`src/core/pfm_pkg.sv`:
```
// ****************************************************************
// pad function mux constants
// ****************************************************************
package pfm_pkg;

    // register byte addresses
    localparam logic [31:0] ADDR_PAD_FUNC   = 32'h2013_2020;
    localparam logic [31:0] ADDR_SLOT_EN    = 32'h2013_2024;
    localparam logic [31:0] ADDR_SEL_W0     = 32'h2013_2028;
    localparam logic [31:0] ADDR_SEL_W1     = 32'h2013_202C;
    localparam logic [31:0] ADDR_SEL_W2     = 32'h2013_2030;
    localparam logic [31:0] ADDR_PAD_LEVEL  = 32'h2013_2034;
    localparam logic [31:0] ADDR_PAD_STATE  = 32'h2013_2038;

    // pad_function_enable field positions
    localparam int PAD0_GIO_BIT   = 9;
    localparam int PAD1_GIO_BIT   = 10;
    localparam int PAD12_GIO_BIT  = 11;
    localparam int PAD13_GIO_BIT  = 12;
    localparam int RADIO_BIT      = 13;
    localparam int DBG_LSB        = 16;
    localparam int DBG_W          = 8;

    // writable bits, reserved bits read zero
    localparam logic [31:0] PAD_FUNC_MASK = 32'h00FF_3E00;
    localparam logic [31:0] SLOT_EN_MASK  = 32'h003F_FFFF;
    localparam logic [31:0] SEL_W2_MASK   = 32'h00FF_FFFF;

    // values after reset
    localparam logic [31:0] PAD_FUNC_RST  = 32'h0000_0000;
    localparam logic [31:0] SLOT_EN_RST   = 32'h0000_0000;
    localparam logic [3:0]  SEL_RST       = 4'hF;

    // sizes
    localparam int NUM_PADS       = 10;
    localparam int NUM_SLOTS      = 22;
    localparam int NUM_SHARE      = 15;
    localparam int SEL_W          = 4;
    localparam int SELS_PER_WORD  = 8;
    localparam int GPIO_W         = 24;

    // sharing indices
    localparam int SH_U0_TX   = 0;
    localparam int SH_U0_RX   = 1;
    localparam int SH_U0_CTS  = 2;
    localparam int SH_U0_RTS  = 3;
    localparam int SH_U1_TX   = 4;
    localparam int SH_U1_RX   = 5;
    localparam int SH_TW0_CLK = 6;
    localparam int SH_TW0_DAT = 7;
    localparam int SH_TW1_CLK = 8;
    localparam int SH_TW1_DAT = 9;
    localparam int SH_PWM_LSB = 10;

    // pad functions
    localparam logic [2:0] FN_DEFAULT = 3'h0;
    localparam logic [2:0] FN_GPIO    = 3'h1;
    localparam logic [2:0] FN_DEBUG   = 3'h2;
    localparam logic [2:0] FN_SLOT    = 3'h3;
    localparam logic [2:0] FN_RADIO   = 3'h4;

    // pad order: P00 P01 P02 P12 P13 P15 P16 P17 P22 P23
    localparam int PAD_GPIO [NUM_PADS] = '{0, 1, 2, 12, 13, 15, 16, 17, 22, 23};
    localparam int PAD_SLOT [NUM_PADS] = '{0, 0, 0, 10, 11, 13, 14, 15, 20, 21};
    localparam int PAD12_DBG    = 5;
    localparam int PAD13_DBG    = 6;
    localparam int PAD12_RADIO  = 2;
    localparam int PAD13_RADIO  = 3;
    localparam int PAD15_RADIO  = 5;
    localparam int PAD17_RADIO  = 6;
    localparam int PAD22_RADIO  = 11;

endpackage

```
`src/core/pfm_slot.sv`:
```
`timescale 1ns/1ns
// ****************************************************************
// one shared peripheral slot
// ****************************************************************
module pfm_slot (
    input  wire logic [3:0]  slot_sel,
    input  wire logic        slot_en,
    input  wire logic [14:0] src_out,
    input  wire logic [14:0] src_oe,
    output logic             slot_out,
    output logic             slot_oe
);

    always_comb begin
        slot_out = 1'b0;
        slot_oe  = 1'b0;
        // any listed signal may sit on any slot
        if (slot_en && (slot_sel < 4'(pfm_pkg::NUM_SHARE))) begin
            slot_out = src_out[slot_sel];
            // input-only picks leave the pad undriven
            slot_oe  = src_oe[slot_sel];
        end
    end

endmodule

```
`src/core/pfm_top.sv`:
```
`timescale 1ns/1ns
// ****************************************************************
// ****************************************************************
module pfm_top (
    input  wire logic        ref_clk,
    input  wire logic        rst,
    input  wire logic        psel,
    input  wire logic        penable,
    input  wire logic        pwrite,
    input  wire logic [31:0] paddr,
    input  wire logic [31:0] pwdata,
    input  wire logic [3:0]  pstrb,
    output logic      [31:0] prdata,
    output logic             pready,
    output logic             pslverr,
    input  wire logic [9:0]  pad_in,
    output logic      [9:0]  pad_out,
    output logic      [9:0]  pad_oe,
    input  wire logic [23:0] gpio_out,
    input  wire logic [23:0] gpio_oe,
    output logic      [23:0] gpio_in,
    output logic             swd_clk_in,
    input  wire logic        swd_data_out,
    input  wire logic        swd_data_oe,
    output logic             swd_data_in,
    input  wire logic        bridge_serial_transmit,
    output logic             bridge_serial_receive,
    input  wire logic [7:0]  link_debug,
    input  wire logic [11:0] radio_test,
    input  wire logic        first_serial_transmit,
    output logic             first_serial_receive,
    output logic             first_serial_clear_to_send,
    input  wire logic        first_serial_request_to_send,
    input  wire logic        second_serial_transmit,
    output logic             second_serial_receive,
    input  wire logic        first_two_wire_clock_out,
    input  wire logic        first_two_wire_clock_oe,
    output logic             first_two_wire_clock_in,
    input  wire logic        first_two_wire_data_out,
    input  wire logic        first_two_wire_data_oe,
    output logic             first_two_wire_data_in,
    input  wire logic        second_two_wire_clock_out,
    input  wire logic        second_two_wire_clock_oe,
    output logic             second_two_wire_clock_in,
    input  wire logic        second_two_wire_data_out,
    input  wire logic        second_two_wire_data_oe,
    output logic             second_two_wire_data_in,
    input  wire logic [4:0]  pulse_width_out
);

    // ****************************************************************
    // helpers
    // ****************************************************************
    function automatic logic [2:0] pfm_pick(input logic [4:0] en);
        logic [2:0] idx;
        idx = pfm_pkg::FN_DEFAULT;
        for (int i = 1; i < 5; i++) begin
            if (en[i]) begin
                idx = 3'(i);
            end
        end
        return idx;
    endfunction

    function automatic logic [31:0] pfm_merge(input logic [31:0] old,
                                              input logic [31:0] wdata,
                                              input logic [3:0]  strb,
                                              input logic [31:0] mask);
        logic [31:0] res;
        res = old;
        for (int b = 0; b < 4; b++) begin
            if (strb[b]) begin
                res[b*8 +: 8] = wdata[b*8 +: 8];
            end
        end
        return res & mask;
    endfunction

    // ****************************************************************
    // declarations
    // ****************************************************************
    logic [31:0] pad_function_enable;
    logic [31:0] shared_slot_enable;
    logic [3:0]  slot_sel [pfm_pkg::NUM_SLOTS];
    logic [31:0] next_prdata;
    logic        addr_hit;
    logic        wr_en;
    logic [31:0] sel_word [3];
    logic [4:0]  fen  [pfm_pkg::NUM_PADS];
    logic [4:0]  fout [pfm_pkg::NUM_PADS];
    logic [4:0]  foe  [pfm_pkg::NUM_PADS];
    logic [2:0]  cur_func [pfm_pkg::NUM_PADS];
    logic [9:0]  next_pad_out;
    logic [9:0]  next_pad_oe;
    logic [14:0] src_out;
    logic [14:0] src_oe;
    logic [9:0]  s_out;
    logic [9:0]  s_oe;
    logic [15:0] share_in;
    logic [29:0] func_state;
    logic [23:0] next_gpio_in;

    // ****************************************************************
    // apb register access
    // ****************************************************************
    always_comb begin
        for (int w = 0; w < 3; w++) begin
            sel_word[w] = 32'h0000_0000;
            for (int k = 0; k < pfm_pkg::SELS_PER_WORD; k++) begin
                if (w * pfm_pkg::SELS_PER_WORD + k < pfm_pkg::NUM_SLOTS) begin
                    sel_word[w][k*4 +: 4] = slot_sel[w * pfm_pkg::SELS_PER_WORD + k];
                end
            end
        end
    end

    always_comb begin
        func_state = 30'h0000_0000;
        for (int p = 0; p < pfm_pkg::NUM_PADS; p++) begin
            func_state[p*3 +: 3] = cur_func[p];
        end
    end

    always_comb begin
        addr_hit    = 1'b1;
        next_prdata = 32'h0000_0000;
        if (paddr == pfm_pkg::ADDR_PAD_FUNC) begin
            next_prdata = pad_function_enable;
        end else if (paddr == pfm_pkg::ADDR_SLOT_EN) begin
            next_prdata = shared_slot_enable;
        end else if (paddr == pfm_pkg::ADDR_SEL_W0) begin
            next_prdata = sel_word[0];
        end else if (paddr == pfm_pkg::ADDR_SEL_W1) begin
            next_prdata = sel_word[1];
        end else if (paddr == pfm_pkg::ADDR_SEL_W2) begin
            next_prdata = sel_word[2];
        end else if (paddr == pfm_pkg::ADDR_PAD_LEVEL) begin
            next_prdata = {22'h00_0000, pad_in};
        end else if (paddr == pfm_pkg::ADDR_PAD_STATE) begin
            next_prdata = {2'b00, func_state};
        end else begin
            addr_hit = 1'b0;
        end
    end

    assign wr_en = psel && penable && pready && pwrite && addr_hit;

    // answer registered in setup cycle, one access cycle
    always_ff @(posedge ref_clk or posedge rst) begin
        if (rst) begin
            pready  <= 1'b0;
            prdata  <= 32'h0000_0000;
            pslverr <= 1'b0;
        end else if (psel && !penable) begin
            pready  <= 1'b1;
            prdata  <= pwrite ? 32'h0000_0000 : next_prdata;
            pslverr <= !addr_hit;
        end else begin
            pready  <= 1'b0;
            pslverr <= 1'b0;
        end
    end

    always_ff @(posedge ref_clk or posedge rst) begin
        if (rst) begin
            pad_function_enable <= pfm_pkg::PAD_FUNC_RST;
        end else if (wr_en && paddr == pfm_pkg::ADDR_PAD_FUNC) begin
            pad_function_enable <= pfm_merge(pad_function_enable, pwdata, pstrb,
                                             pfm_pkg::PAD_FUNC_MASK);
        end
    end

    always_ff @(posedge ref_clk or posedge rst) begin
        if (rst) begin
            shared_slot_enable <= pfm_pkg::SLOT_EN_RST;
        end else if (wr_en && paddr == pfm_pkg::ADDR_SLOT_EN) begin
            shared_slot_enable <= pfm_merge(shared_slot_enable, pwdata, pstrb,
                                            pfm_pkg::SLOT_EN_MASK);
        end
    end

    always_ff @(posedge ref_clk or posedge rst) begin
        if (rst) begin
            for (int s = 0; s < pfm_pkg::NUM_SLOTS; s++) begin
                slot_sel[s] <= pfm_pkg::SEL_RST;
            end
        end else if (wr_en) begin
            for (int s = 0; s < pfm_pkg::NUM_SLOTS; s++) begin
                // selector nibble s lives in word s/8, lane s%8
                if ((paddr == pfm_pkg::ADDR_SEL_W0 + 32'(4 * (s / 8)))
                    && pstrb[(s % 8) / 2]) begin
                    slot_sel[s] <= pwdata[(s % 8) * 4 +: 4];
                end
            end
        end
    end

    // ****************************************************************
    // shared signal sources
    // ****************************************************************
    always_comb begin
        src_out = 15'h0000;
        src_oe  = 15'h0000;
        src_out[pfm_pkg::SH_U0_TX]   = first_serial_transmit;
        src_oe[pfm_pkg::SH_U0_TX]    = 1'b1;
        src_out[pfm_pkg::SH_U0_RTS]  = first_serial_request_to_send;
        src_oe[pfm_pkg::SH_U0_RTS]   = 1'b1;
        src_out[pfm_pkg::SH_U1_TX]   = second_serial_transmit;
        src_oe[pfm_pkg::SH_U1_TX]    = 1'b1;
        src_out[pfm_pkg::SH_TW0_CLK] = first_two_wire_clock_out;
        src_oe[pfm_pkg::SH_TW0_CLK]  = first_two_wire_clock_oe;
        src_out[pfm_pkg::SH_TW0_DAT] = first_two_wire_data_out;
        src_oe[pfm_pkg::SH_TW0_DAT]  = first_two_wire_data_oe;
        src_out[pfm_pkg::SH_TW1_CLK] = second_two_wire_clock_out;
        src_oe[pfm_pkg::SH_TW1_CLK]  = second_two_wire_clock_oe;
        src_out[pfm_pkg::SH_TW1_DAT] = second_two_wire_data_out;
        src_oe[pfm_pkg::SH_TW1_DAT]  = second_two_wire_data_oe;
        for (int i = 0; i < 5; i++) begin
            src_out[pfm_pkg::SH_PWM_LSB + i] = pulse_width_out[i];
            src_oe[pfm_pkg::SH_PWM_LSB + i]  = 1'b1;
        end
    end

    assign s_out[1:0] = 2'b00;
    assign s_oe[1:0]  = 2'b00;

    for (genvar g = 2; g < pfm_pkg::NUM_PADS; g++) begin : g_slot
        pfm_slot u_slot (
            .slot_sel (slot_sel[pfm_pkg::PAD_SLOT[g]]),
            .slot_en  (shared_slot_enable[pfm_pkg::PAD_SLOT[g]]),
            .src_out  (src_out),
            .src_oe   (src_oe),
            .slot_out (s_out[g]),
            .slot_oe  (s_oe[g])
        );
    end

    // ****************************************************************
    // pad function tables
    // ****************************************************************
    logic rf_en;
    assign rf_en = pad_function_enable[pfm_pkg::RADIO_BIT];

    always_comb begin
        for (int p = 0; p < pfm_pkg::NUM_PADS; p++) begin
            fen[p]  = 5'b00001;
            fout[p] = 5'b00000;
            foe[p]  = 5'b00000;
        end
        // pad0: debug clock input is never driven
        fen[0]  = {3'b000, pad_function_enable[pfm_pkg::PAD0_GIO_BIT], 1'b1};
        fout[0] = {3'b000, gpio_out[0], 1'b0};
        foe[0]  = {3'b000, gpio_oe[0], 1'b0};
        fen[1]  = {3'b000, pad_function_enable[pfm_pkg::PAD1_GIO_BIT], 1'b1};
        fout[1] = {3'b000, gpio_out[1], swd_data_out};
        foe[1]  = {3'b000, gpio_oe[1], swd_data_oe};
        fen[2]  = {1'b0, shared_slot_enable[pfm_pkg::PAD_SLOT[2]], 3'b001};
        fout[2] = {1'b0, s_out[2], 2'b00, gpio_out[2]};
        foe[2]  = {1'b0, s_oe[2], 2'b00, gpio_oe[2]};
        fen[3]  = {rf_en, shared_slot_enable[pfm_pkg::PAD_SLOT[3]],
                   pad_function_enable[pfm_pkg::DBG_LSB + pfm_pkg::PAD12_DBG],
                   pad_function_enable[pfm_pkg::PAD12_GIO_BIT], 1'b1};
        fout[3] = {radio_test[pfm_pkg::PAD12_RADIO], s_out[3],
                   link_debug[pfm_pkg::PAD12_DBG], gpio_out[12], bridge_serial_transmit};
        foe[3]  = {1'b1, s_oe[3], 1'b1, gpio_oe[12], 1'b1};
        fen[4]  = {rf_en, shared_slot_enable[pfm_pkg::PAD_SLOT[4]],
                   pad_function_enable[pfm_pkg::DBG_LSB + pfm_pkg::PAD13_DBG],
                   pad_function_enable[pfm_pkg::PAD13_GIO_BIT], 1'b1};
        fout[4] = {radio_test[pfm_pkg::PAD13_RADIO], s_out[4],
                   link_debug[pfm_pkg::PAD13_DBG], gpio_out[13], 1'b0};
        foe[4]  = {1'b1, s_oe[4], 1'b1, gpio_oe[13], 1'b0};
        // pads 15..23: general IO first, slot, radio where offered
        for (int p = 5; p < pfm_pkg::NUM_PADS; p++) begin
            fen[p]  = {1'b0, shared_slot_enable[pfm_pkg::PAD_SLOT[p]], 3'b001};
            fout[p] = {1'b0, s_out[p], 2'b00, gpio_out[pfm_pkg::PAD_GPIO[p]]};
            foe[p]  = {1'b0, s_oe[p], 2'b00, gpio_oe[pfm_pkg::PAD_GPIO[p]]};
        end
        fen[5][4]  = rf_en;
        fout[5][4] = radio_test[pfm_pkg::PAD15_RADIO];
        foe[5][4]  = 1'b1;
        fen[7][4]  = rf_en;
        fout[7][4] = radio_test[pfm_pkg::PAD17_RADIO];
        foe[7][4]  = 1'b1;
        fen[8][4]  = rf_en;
        fout[8][4] = radio_test[pfm_pkg::PAD22_RADIO];
        foe[8][4]  = 1'b1;
    end

    always_comb begin
        for (int p = 0; p < pfm_pkg::NUM_PADS; p++) begin
            cur_func[p]     = pfm_pick(fen[p]);
            next_pad_out[p] = fout[p][cur_func[p]];
            next_pad_oe[p]  = foe[p][cur_func[p]];
        end
    end

    // ****************************************************************
    // input routing
    // ****************************************************************
    always_comb begin
        // idle high for serial and two-wire lines
        share_in = 16'hFFFF;
        // lowest pad wins when two slots pick one input
        for (int p = pfm_pkg::NUM_PADS - 1; p >= 2; p--) begin
            if (cur_func[p] == pfm_pkg::FN_SLOT) begin
                share_in[slot_sel[pfm_pkg::PAD_SLOT[p]]] = pad_in[p];
            end
        end
    end

    always_comb begin
        next_gpio_in = 24'h00_0000;
        for (int p = 0; p < pfm_pkg::NUM_PADS; p++) begin
            next_gpio_in[pfm_pkg::PAD_GPIO[p]] = pad_in[p];
        end
    end

    // ****************************************************************
    // registered outputs
    // ****************************************************************
    always_ff @(posedge ref_clk or posedge rst) begin
        if (rst) begin
            pad_out <= 10'h000;
            pad_oe  <= 10'h000;
        end else begin
            pad_out <= next_pad_out;
            pad_oe  <= next_pad_oe;
        end
    end

    always_ff @(posedge ref_clk or posedge rst) begin
        if (rst) begin
            gpio_in               <= 24'h00_0000;
            swd_clk_in            <= 1'b0;
            swd_data_in           <= 1'b1;
            bridge_serial_receive <= 1'b1;
        end else begin
            gpio_in               <= next_gpio_in;
            swd_clk_in            <= (cur_func[0] == pfm_pkg::FN_DEFAULT) && pad_in[0];
            swd_data_in           <= (cur_func[1] == pfm_pkg::FN_DEFAULT) ? pad_in[1] : 1'b1;
            bridge_serial_receive <= (cur_func[4] == pfm_pkg::FN_DEFAULT) ? pad_in[4] : 1'b1;
        end
    end

    always_ff @(posedge ref_clk or posedge rst) begin
        if (rst) begin
            first_serial_receive       <= 1'b1;
            first_serial_clear_to_send <= 1'b1;
            second_serial_receive      <= 1'b1;
            first_two_wire_clock_in    <= 1'b1;
            first_two_wire_data_in     <= 1'b1;
            second_two_wire_clock_in   <= 1'b1;
            second_two_wire_data_in    <= 1'b1;
        end else begin
            first_serial_receive       <= share_in[pfm_pkg::SH_U0_RX];
            first_serial_clear_to_send <= share_in[pfm_pkg::SH_U0_CTS];
            second_serial_receive      <= share_in[pfm_pkg::SH_U1_RX];
            first_two_wire_clock_in    <= share_in[pfm_pkg::SH_TW0_CLK];
            first_two_wire_data_in     <= share_in[pfm_pkg::SH_TW0_DAT];
            second_two_wire_clock_in   <= share_in[pfm_pkg::SH_TW1_CLK];
            second_two_wire_data_in    <= share_in[pfm_pkg::SH_TW1_DAT];
        end
    end

endmodule

```
`config.mk`:
```
export PLATFORM = sky130hd
export DESIGN_NAME = pfm_top
export DESIGN_NICKNAME = d
export VERILOG_FILES = /design/src/core/pfm_pkg.sv /design/src/core/pfm_slot.sv /design/src/core/pfm_top.sv
export SDC_FILE = /design/constraint.sdc
export NUM_CORES = 1
export LEC_CHECK = 0
export BUFFER_PORTS_ARGS = -buffer_cell sky130_fd_sc_hd__buf_4
export CAP_MARGIN = 0
export CORE_MARGIN = 1
export CORE_UTILIZATION = 35
export CTS_CLUSTER_DIAMETER = 100
export DETAILED_ROUTE_END_ITERATION = 7
export HOLD_SLACK_MARGIN = 0.06
export SETUP_SLACK_MARGIN = 0.1
export SYNTH_ARGS = -nofsm -noshare
export SYNTH_HDL_FRONTEND = slang
export SYNTH_HIERARCHICAL = 1
export SYNTH_SLANG_ARGS = --single-unit
```
`constraint.sdc`:
```
create_clock -name ref_clk -period 10.6 [get_ports ref_clk]
set_input_delay 0.53 -clock ref_clk [delete_from_list [all_inputs] [get_ports ref_clk]]
set_output_delay 0.53 -clock ref_clk [all_outputs]
set_load 0.05 [all_outputs]
```
==> flow_summary.json, run 1 <==
{
  "status": "finished, final reports clean",
  "ys_seq_area_share_pct": 40.4,
  "synth_area_leaders": "dfstp_2 (20%), dfrtp_1 (20%), mux2_2 (12%), mux4_2 (7.4%), mux2i_1 (6.2%)",
  "yosysTopAreaCell": "dfstp_2",
  "ant_nets": 0,
  "clockRootBuffer": "clkbuf_16",
  "syn_area_um2": 12500,
  "slew_viol_final": 0,
  "numCtsBuffers": 17,
  "setup_viol_count_final": 0,
  "grt_usage_pct": 22.0,
  "syn_area_per_cell_um2": 11.5,
  "fin_ws_ns": 7.71,
  "synth_edf_count": 0,
  "hold_viol_final": 0,
  "synth.most_common_cell": "mux2_2",
  "via_count": 10287,
  "numClockSinks": 197,
  "syn_inst": 1090,
  "rows": 68,
  "htreeDepth": 4,
  "hold_path.class": "primary input to asynchronous set/reset pin",
  "drt_iter0_markers": 627,
  "worst_slew_pin_slew_ns": 1.03,
  "crit_chain": "buf_4 > buf_4 > nor2_1 > nand2_1 > nor3_4 > mux2_2",
  "rsz0062_at_grt": "false",
  "postCtsSetupBuffers": 0,
  "start_util_pct": 35.8,
  "tritoncts": "done",
  "power.density_nw_per_um2": 105,
  "path_common_cell": "buf_4",
  "clock.fmax_ghz": 0.346,
  "end_kind": "register",
  "grt_max_degree": 117,
  "critPathLaunchType": "primary input",
  "grt_pass1_wl_mm": 60.5,
  "dp_slack_ns": 7.27,
  "cts-hold-fix-buffers": 0,
  "worst_ir_drop_vdd_uv": 122,
  "die_h_um": 191,
  "worstPathArrival_ns": 3.26,
  "cap_violations": 0,
  "critical-path-top-delay-family": "simple AND/OR/NAND/NOR gates",
  "synthTopCellsByCount": "mux2_2 (133), dfrtp_1 (100), dfstp_2 (97)",
  "cp_slowest_cell": "nor3_4",
  "die_x_um": 191,
  "io_buffer_count": 202,
  "dp_hpwl_mm": 28.2,
  "ys_ff_latch": 197,
  "fill_cells": 3370,
  "routed_wl_mm": 39.8,
  "core_um2": 34900,
  "path_clk_slew_ns": 0.08,
  "synthFlopType": "dfrtp_1",
  "ys_warn_count": 6,
  "crit_fanout": 33,
  "grt_pass1_vias": 10210,
  "leakage_nw": 6.46,
  "synthArstFlopShare_pct": 100,
  "crit_buf_inv": 2,
  "overflow": 0,
  "min_period_ns": 2.89,
  "antenna_found_initial": 1,
  "via_per_inst": 5.65,
  "dieArea_um2": 36500,
  "critPathRequiredTime_ns": 10.97,
  "clock_path_buffers": 2,
  "gp_congestion": 0.853,
  "areaGrowthSynthToFinish_pct": 21.2,
  "routedWlPerCell_um": 21.9,
  "ioPinCount": 258,
  "yosysUniqueCellTypes": 75,
  "fin_setup_tns_ns": 0,
  "period_share_pct": 27.3,
  "synth_top_area_share_pct": 20.4,
  "worst_path_largest_cell_delay_ns": 0.61,
  "max-slew-margin-rel_pct": 31.1,
  "clock_latency_ns": 0.45,
  "skew_ns": 0.0138,
  "crit_type": "primary input to register",
  "p_total_mw": 1.59,
  "drc_errors": 0,
  "ctsResizeCount": 0,
  "nets": 1521,
  "first_pass_iters": 5,
  "drive_above_1_share_pct": 39.1
}
[state kept, by name, summed over array words and instances, names as in the netlist, 10 cells and up]
name,flops
gpio_in,10
pad_function_enable,13
pad_oe,10
pad_out,10
prdata,32
sel_word,88
shared_slot_enable,22
[kinds of logic after synthesis]
logic type	Yosys count	synth area share, %
DFF	197	40.4
AOI/OAI and AO/OA	198	11.6
buffers and inverters	105	4.77
other	2	0.0601
and+or+nand+nor	329	15.9
muxes	259	27.2
[metal layers]
| metal | up-vias | global-route usage, % | routed length (um) |
|---|---|---|---|
| li1 | 4601 | - | - |
| met1 | 5223 | 30.3 | 17900 |
| met2 | 408 | 35.6 | 18800 |
| met3 | 55 | 3.73 | 2370 |
| met4 | 0 | 5.85 | 692 |
| met5 | - | 0 | 0 |
[through the flow]
step | utilization [%] | instance area, um^2 | cells | hold WS (ns)
floorplan | - | 13000 | 1214 | 0.465
global placement | 41.8 | 14600 | 1787 | 0.454
detailed placement | 41.8 | 14600 | 1787 | 0.462
CTS | 43.4 | 15100 | 1819 | 0.188
global route | 43.4 | 15200 | 1820 | 0.186
finish | 43.4 | 15200 | 1820 | 0.199
[layout by cell type, fill, tap and decap left out, types with 15 or more instances in the layout]
cell type	netlist	final
nand3_1	32	32
mux4_2	41	41
o22ai_1	15	15
dfstp_2	97	97
o32ai_1	22	22
o211a_1	17	17
clkbuf_16	0	17
nand2_1	76	76
a21oi_1	29	29
dfrtp_1	100	100
mux2i_1	77	77
nor2b_1	19	19
nand2b_1	22	22
buf_4	14	209
mux2_2	133	133
nor3_1	23	23
nand3b_1	20	20
conb_1	2	126
nor2_1	44	44
o21ai_0	29	29
[final timing paths]
path | start | end | slack (ns) | cells after the start
max in group asynchronous | rst | gpio_in[15]$_DFF_PP0_ | 8.87 | 3
worst max register to register | pad_function_enable[13]$_DFFE_PP0P_ | first_serial_clear_to_send$_DFF_PP1_ | 8.09 | 6
min in group ref_clk | pad_in[0] | gpio_in[0]$_DFF_PP0_ | 0.21 | 1
worst min register to register | prdata[8]$_DFFE_PP0P_ | prdata[8]$_DFFE_PP0P_ | 0.47 | 2
worst max-delay path | paddr[2] | sel_word[67]$_DFFE_PP1P_ | 7.71 | 6
worst min-delay path | rst | pad_function_enable[18]$_DFFE_PP0P_ | 0.20 | 2
[power by group]
| part | internal (mW) | switching (mW) | total, mW |
|---|---|---|---|
| clock | 0.323 | 0.319 | 0.642 |
| combinational | 0.0665 | 0.120 | 0.186 |
| sequential | 0.759 | 0.00159 | 0.761 |
| total | 1.15 | 0.441 | 1.59 |
[final cells by class]
cell class | instances | area [um^2] | share of cell area [%]
inverter | 14 | 60.1 | 0.396
tap | 455 | 569 | 3.76
clock buffer | 20 | 457 | 3.01
antenna | 1 | 2.50 | 0.0165
multi-input combinational | 912 | 7320 | 48.3
sequential | 197 | 5050 | 33.3
timing repair buffer | 209 | 1570 | 10.4
clock inverter | 12 | 118 | 0.776
Note: power is estimated with default switching activity, not from simulation.
==> inputs of run 2 (changes only) <==
- clock period: 10.6 -> 2.9 ns (I/O delays scaled with it)
==> run 2 against run 1 <==
  * Final cell count is 5.2% higher
  * Utilization is 2.7 points higher
  * Clock power grew to 3.8 times the previous value
  * Combinational power grew to 4.2 times the previous value
  * Global-route usage is 0.61 points higher
  * Clock skew is 0.0024 ns lower
  * Register-to-register slack worse by 7.7 ns
  * Routed wire length is 2.0% higher
  * Count of clock-buffer cells in the layout is 1 lower
  * Critical endpoint is now pad_out[8]$_DFF_PP0_
  * Largest cell class unchanged
==> flow_summary.json, run 2 (synthesis results as in run 1) <==
{
  "status": "finished, final reports clean",
  "crit_chain": "mux4_2 > mux2i_1 > o32ai_1 > mux2i_1 > o21ai_0 > dlygate4sd3_1",
  "clkPwrFrac_pct": 40.9,
  "grt_max_degree": 131,
  "numCtsBuffers": 17,
  "dp_slack_ns": 0.433,
  "grt_pass1_wl_mm": 61.9,
  "ioPinCount": 258,
  "postCtsSetupBuffers": 0,
  "dp_hpwl_mm": 29.0,
  "rows": 68,
  "switching_share_pct": 27.6,
  "power.internal_mw": 4.35,
  "worst_slew_pin_slew_ns": 0.775,
  "routed_wl_mm": 40.6,
  "critPathRequiredTime_ns": 3.23,
  "setup_viol_count_final": 0,
  "critPathLaunchType": "register",
  "areaGrowthSynthToFinish_pct": 28.7,
  "crit_buf_inv": 1,
  "path_clk_slew_ns": 0.08,
  "crit_cells": 6,
  "via_count": 10585,
  "hold_depth": 3,
  "routedWlPerCell_um": 21.2,
  "drive_above_1_share_pct": 38.6,
  "dieArea_um2": 36500,
  "combPwrFrac_pct": 12.9,
  "power.density_nw_per_um2": 373,
  "cp_slowest_cell": "dfstp_2",
  "p_switching_mw": 1.66,
  "slew_viol_final": 0,
  "min-delay-start": "gpio_oe[13]",
  "leakage_nw": 6.91,
  "rsz0062_at_grt": "false",
  "fin_ws_ns": 0.361,
  "hold_viol_final": 0,
  "tritoncts": "done",
  "die_x_um": 191,
  "final_cell_mix": "buf_4 (235), mux2_2 (133), conb_1 (126)",
  "io_buffer_count": 202,
  "skew_ns": 0.0115,
  "period_share_pct": 87.5,
  "antenna_cells": 0,
  "layout_commonest_cell": "buf_4",
  "die_h_um": 191,
  "overflow": 0,
  "min_to": "pad_oe[4]$_DFF_PP0_",
  "fin_setup_tns_ns": 0,
  "worst_path_largest_cell_delay_ns": 0.79,
  "start_util_pct": 35.8,
  "clockRootBuffer": "clkbuf_16",
  "final_area_um2": 16100,
  "antenna_found_initial": 0,
  "drt_iter0_markers": 745,
  "crit_type": "register to register",
  "end_kind": "register",
  "cts-hold-fix-buffers": 67,
  "largest_reg_flops": 88,
  "hold_path.class": "primary input to register",
  "critical-path-top-delay-family": "multiplexers",
  "worst-r2r-setup-slack_ns": 0.36,
  "p_seq_share_pct": 46.3,
  "max-slew-margin-rel_pct": 48.4,
  "via_per_inst": 5.53,
  "cap_violations": 0,
  "ant_nets": 0,
  "r2r-end": "pad_out[8]$_DFF_PP0_",
  "htreeDepth": 4,
  "first_pass_iters": 5,
  "clock_path_buffers": 2,
  "grt_usage_pct": 22.6,
  "ctsResizeCount": 0,
  "worst_ir_drop_vdd_uv": 417,
  "reg2reg_from": "sel_word[16]$_DFFE_PP1P_",
  "grt_pass1_vias": 10574,
  "min_period_ns": 2.54,
  "core_um2": 34900,
  "placed_area_um2": 14800,
  "drc_errors": 0,
  "r2r_cells": 6,
  "gp_congestion": 0.872,
  "numClockSinks": 197,
  "path_common_cell": "mux2i_1",
  "clock.fmax_ghz": 0.394,
  "fill_cells": 3348,
  "nets": 1617,
  "worstPathArrival_ns": 2.87,
  "clock_latency_ns": 0.45,
  "crit_fanout": 18
}
==> run 2: cell count changes in the layout (fill, tap and decap cells not counted) <==
| cell | delta |
|---|---|
| diode_2 | -1 |
| buf_12 | +3 |
| clkbuf_1 | -1 |
| clkinv_2 | +2 |
| clkinv_8 | -1 |
| clkinv_4 | -2 |
| buf_4 | +26 |
| inv_6 | +1 |
| bufinv_16 | +1 |
| dlygate4sd3_1 | +67 |
==> run 2: per-layer routing <==
layer | part of all wire, % | global-route usage [%] | up-vias
met1 | 44 | 30.6 | 5355
met3 | 5.6 | 3.98 | 49
li1 | - | - | 4798
met4 | 2.0 | 6.46 | 0
met5 | 0 | 0 | -
met2 | 48 | 36.9 | 383
==> run 2: how the worst max path moves through the flow <==
stage,startpoint,to,slack [ns]
2_1_floorplan,rst,gpio_in[0]$_DFF_PP0_,0.29
3_3_place_gp,paddr[15],sel_word[54]$_DFFE_PP1P_,0.45
4_1_cts,sel_word[60]$_DFFE_PP1P_,pad_out[7]$_DFF_PP0_,0.37
5_1_grt,sel_word[16]$_DFFE_PP1P_,pad_out[8]$_DFF_PP0_,0.22
3_5_place_dp,paddr[15],sel_word[53]$_DFFE_PP1P_,0.43
6_report,sel_word[16]$_DFFE_PP1P_,pad_out[8]$_DFF_PP0_,0.36
==> run 2: worst min-delay path: stages <==
cell      delay, ns
buf_4          0.09
a211oi_1       0.12
o21bai_1       0.17
==> run 2: metrics by stage <==
stage / hold slack (ns) / util, % / std cells / total power, mW
detailed placement: 0.280 / 42.5 / 1816 / 3.53
finish: 0.111 / 46.1 / 1915 / 6.01
floorplan: 0.176 / - / 1214 / 3.21
global placement: 0.279 / 42.5 / 1816 / 3.52
CTS: 0.0951 / 46.1 / 1915 / 6.08
global route: 0.114 / 46.1 / 1915 / 6.24
==> run 2: power by group through the flow <==
stage          Sequential [mW]  Combinational [mW]  Clock [mW]
2_1_floorplan             2.91               0.302           0
3_3_place_gp              2.83               0.692           0
3_5_place_dp              2.83               0.697           0
4_1_cts                   2.78               0.771        2.52
5_1_grt                   2.78               0.829        2.63
6_report                  2.78               0.772        2.45
==> run 2: area by class of cell <==
class | count | area (um^2) | area share, %
multi-input combinational | 912 | 7320 | 45.5
sequential | 197 | 5050 | 31.4
timing repair buffer | 305 | 2490 | 15.5
tap | 455 | 569 | 3.54
clock buffer | 19 | 453 | 2.82
clock inverter | 13 | 136 | 0.848
inverter | 14 | 56.3 | 0.350
==> inputs of run 3 (changes only) <==
- CELL_PAD_IN_SITES_DETAIL_PLACEMENT: default -> 1
- CELL_PAD_IN_SITES_GLOBAL_PLACEMENT: default -> 2
- PLACE_DENSITY_LB_ADDON: default -> 0.1
==> run 3 against run 2 <==
  * Fmax down 4.0%
  * Setup slack worse by 0.11 ns
  * Via count up 0.23%
  * Sequential cell count unchanged
  * Clock skew up 0.0019 ns
  * Global-route usage up 2.6 points
  * Non-clock buffer count up 14
  * Count of clock-buffer cells in the layout up 2
  * First-iteration DRC count down 22%
  * Critical path type unchanged
  * Critical endpoint unchanged
  * Largest cell class unchanged
==> flow_summary.json, run 3 (synthesis results as in run 1) <==
{
  "fin_setup_tns_ns": 0,
  "dp_hpwl_mm": 33.0,
  "drc_errors": 0,
  "worst_slew_pin_slew_ns": 1.06,
  "setup_viol_count_final": 0,
  "slew_viol_final": 0,
  "crit_type": "register to register",
  "final_cell_mix": "buf_4 (247), mux2_2 (133), conb_1 (126)",
  "grt_pass1_wl_mm": 68.1,
  "rows": 68,
  "hold_viol_final": 0,
  "grt_pass1_vias": 11019,
  "power.density_nw_per_um2": 372,
  "ctsResizeCount": 0,
  "via_count": 10609,
  "tritoncts": "done",
  "layout_commonest_cell": "buf_4",
  "period_share_pct": 91.2,
  "numCtsBuffers": 17,
  "cap_violations": 0,
  "drt_iter0_markers": 584,
  "core_um2": 34900,
  "routedWlPerCell_um": 23.3,
  "grt_usage_pct": 25.2,
  "clock.fmax_ghz": 0.378,
  "crit_fanout": 18,
  "placed_area_um2": 14900,
  "skew_ns": 0.0133,
  "path_clk_slew_ns": 0.08,
  "end_kind": "register",
  "clockRootBuffer": "clkbuf_16",
  "antenna_cells": 0,
  "die_x_um": 191,
  "die_h_um": 191,
  "max-slew-margin-rel_pct": 29.2,
  "ioPinCount": 258,
  "via_per_inst": 5.50,
  "gp_congestion": 0.797,
  "grtUsageMet1_pct": 33.6,
  "nets": 1631,
  "leakage_nw": 6.97,
  "cts-hold-fix-buffers": 69,
  "postCtsSetupBuffers": 0,
  "drive_above_1_share_pct": 39.0,
  "hold_path.class": "primary input to register",
  "grt_max_degree": 49,
  "final_area_um2": 16200,
  "worst-r2r-setup-slack_ns": 0.26,
  "clock_path_buffers": 2,
  "clock_latency_ns": 0.46,
  "critPathRequiredTime_ns": 3.24,
  "overflow": 0,
  "fin_ws_ns": 0.256,
  "grt.met3_usage_pct": 4.09,
  "first_pass_iters": 4,
  "worst_ir_drop_vdd_uv": 436,
  "routed_wl_mm": 44.9,
  "start_util_pct": 35.8,
  "dieArea_um2": 36500,
  "status": "finished, final reports clean",
  "critPathLaunchType": "register",
  "antenna_found_initial": 0,
  "min_period_ns": 2.64,
  "largest_reg_flops": 88,
  "numClockSinks": 197,
  "fill_cells": 3914,
  "areaGrowthSynthToFinish_pct": 29.5,
  "ant_nets": 0,
  "worstPathArrival_ns": 2.98,
  "dp_slack_ns": 0.448,
  "io_buffer_count": 202,
  "rsz0062_at_grt": "false",
  "htreeDepth": 4,
  "grt_use_met2_pct": 42.6,
  "top_usage_layer": "met2"
}
## run 3: cell type report
class / instances / area (um^2) / share of cell area, %
clock buffer: 21 / 472 / 2.91
clock inverter: 11 / 114 / 0.703
inverter: 14 / 56.3 / 0.348
multi-input combinational: 912 / 7330 / 45.2
sequential: 197 / 5050 / 31.2
tap: 455 / 569 / 3.52
timing repair buffer: 319 / 2610 / 16.1
## run 3: per-stage QoR
step	hold WS [ns]	std cells	power [mW]	util (%)
after floorplan	0.176	1214	3.21	-
after CTS	0.110	1929	6.09	46.4
final	0.133	1929	6.03	46.4
after global placement	0.292	1828	3.54	42.8
after global routing	0.118	1929	6.26	46.4
after detailed placement	0.291	1828	3.55	42.8
## run 3: where the power goes
part | switching (mW) | internal, mW | total, mW
Sequential | 0.00597 | 2.77 | 2.78
Combinational | 0.471 | 0.324 | 0.795
Clock | 1.17 | 1.28 | 2.45
Total | 1.65 | 4.38 | 6.03
## run 3: worst paths after layout
check	end	start	cells past startpoint
setup / recovery	pad_out[8]$_DFF_PP0_	sel_word[16]$_DFFE_PP1P_	6
hold / removal	prdata[7]$_DFFE_PP0P_	psel	4
setup reg to reg	pad_out[8]$_DFF_PP0_	sel_word[16]$_DFFE_PP1P_	6
hold reg to reg	prdata[8]$_DFFE_PP0P_	prdata[8]$_DFFE_PP0P_	2
max in group asynchronous	sel_word[33]$_DFFE_PP1P_	rst	4
min in group asynchronous	pad_function_enable[18]$_DFFE_PP0P_	rst	3
## run 3: critical path, cell delays in order, from the launching register on
cell	delay [ns]
dfstp_2	0.79
mux4_2	0.56
mux2i_1	0.19
o32ai_1	0.14
mux2i_1	0.14
o21ai_0	0.11
dlygate4sd3_1	0.58
## run 3: routing by layer
metal | part of all wire (%) | up-vias | wire length, um
met5 | 0 | - | 0
met4 | 1.5 | 0 | 693
met3 | 4.3 | 34 | 1930
met2 | 50 | 247 | 22300
met1 | 44 | 5514 | 19900
li1 | - | 4814 | -
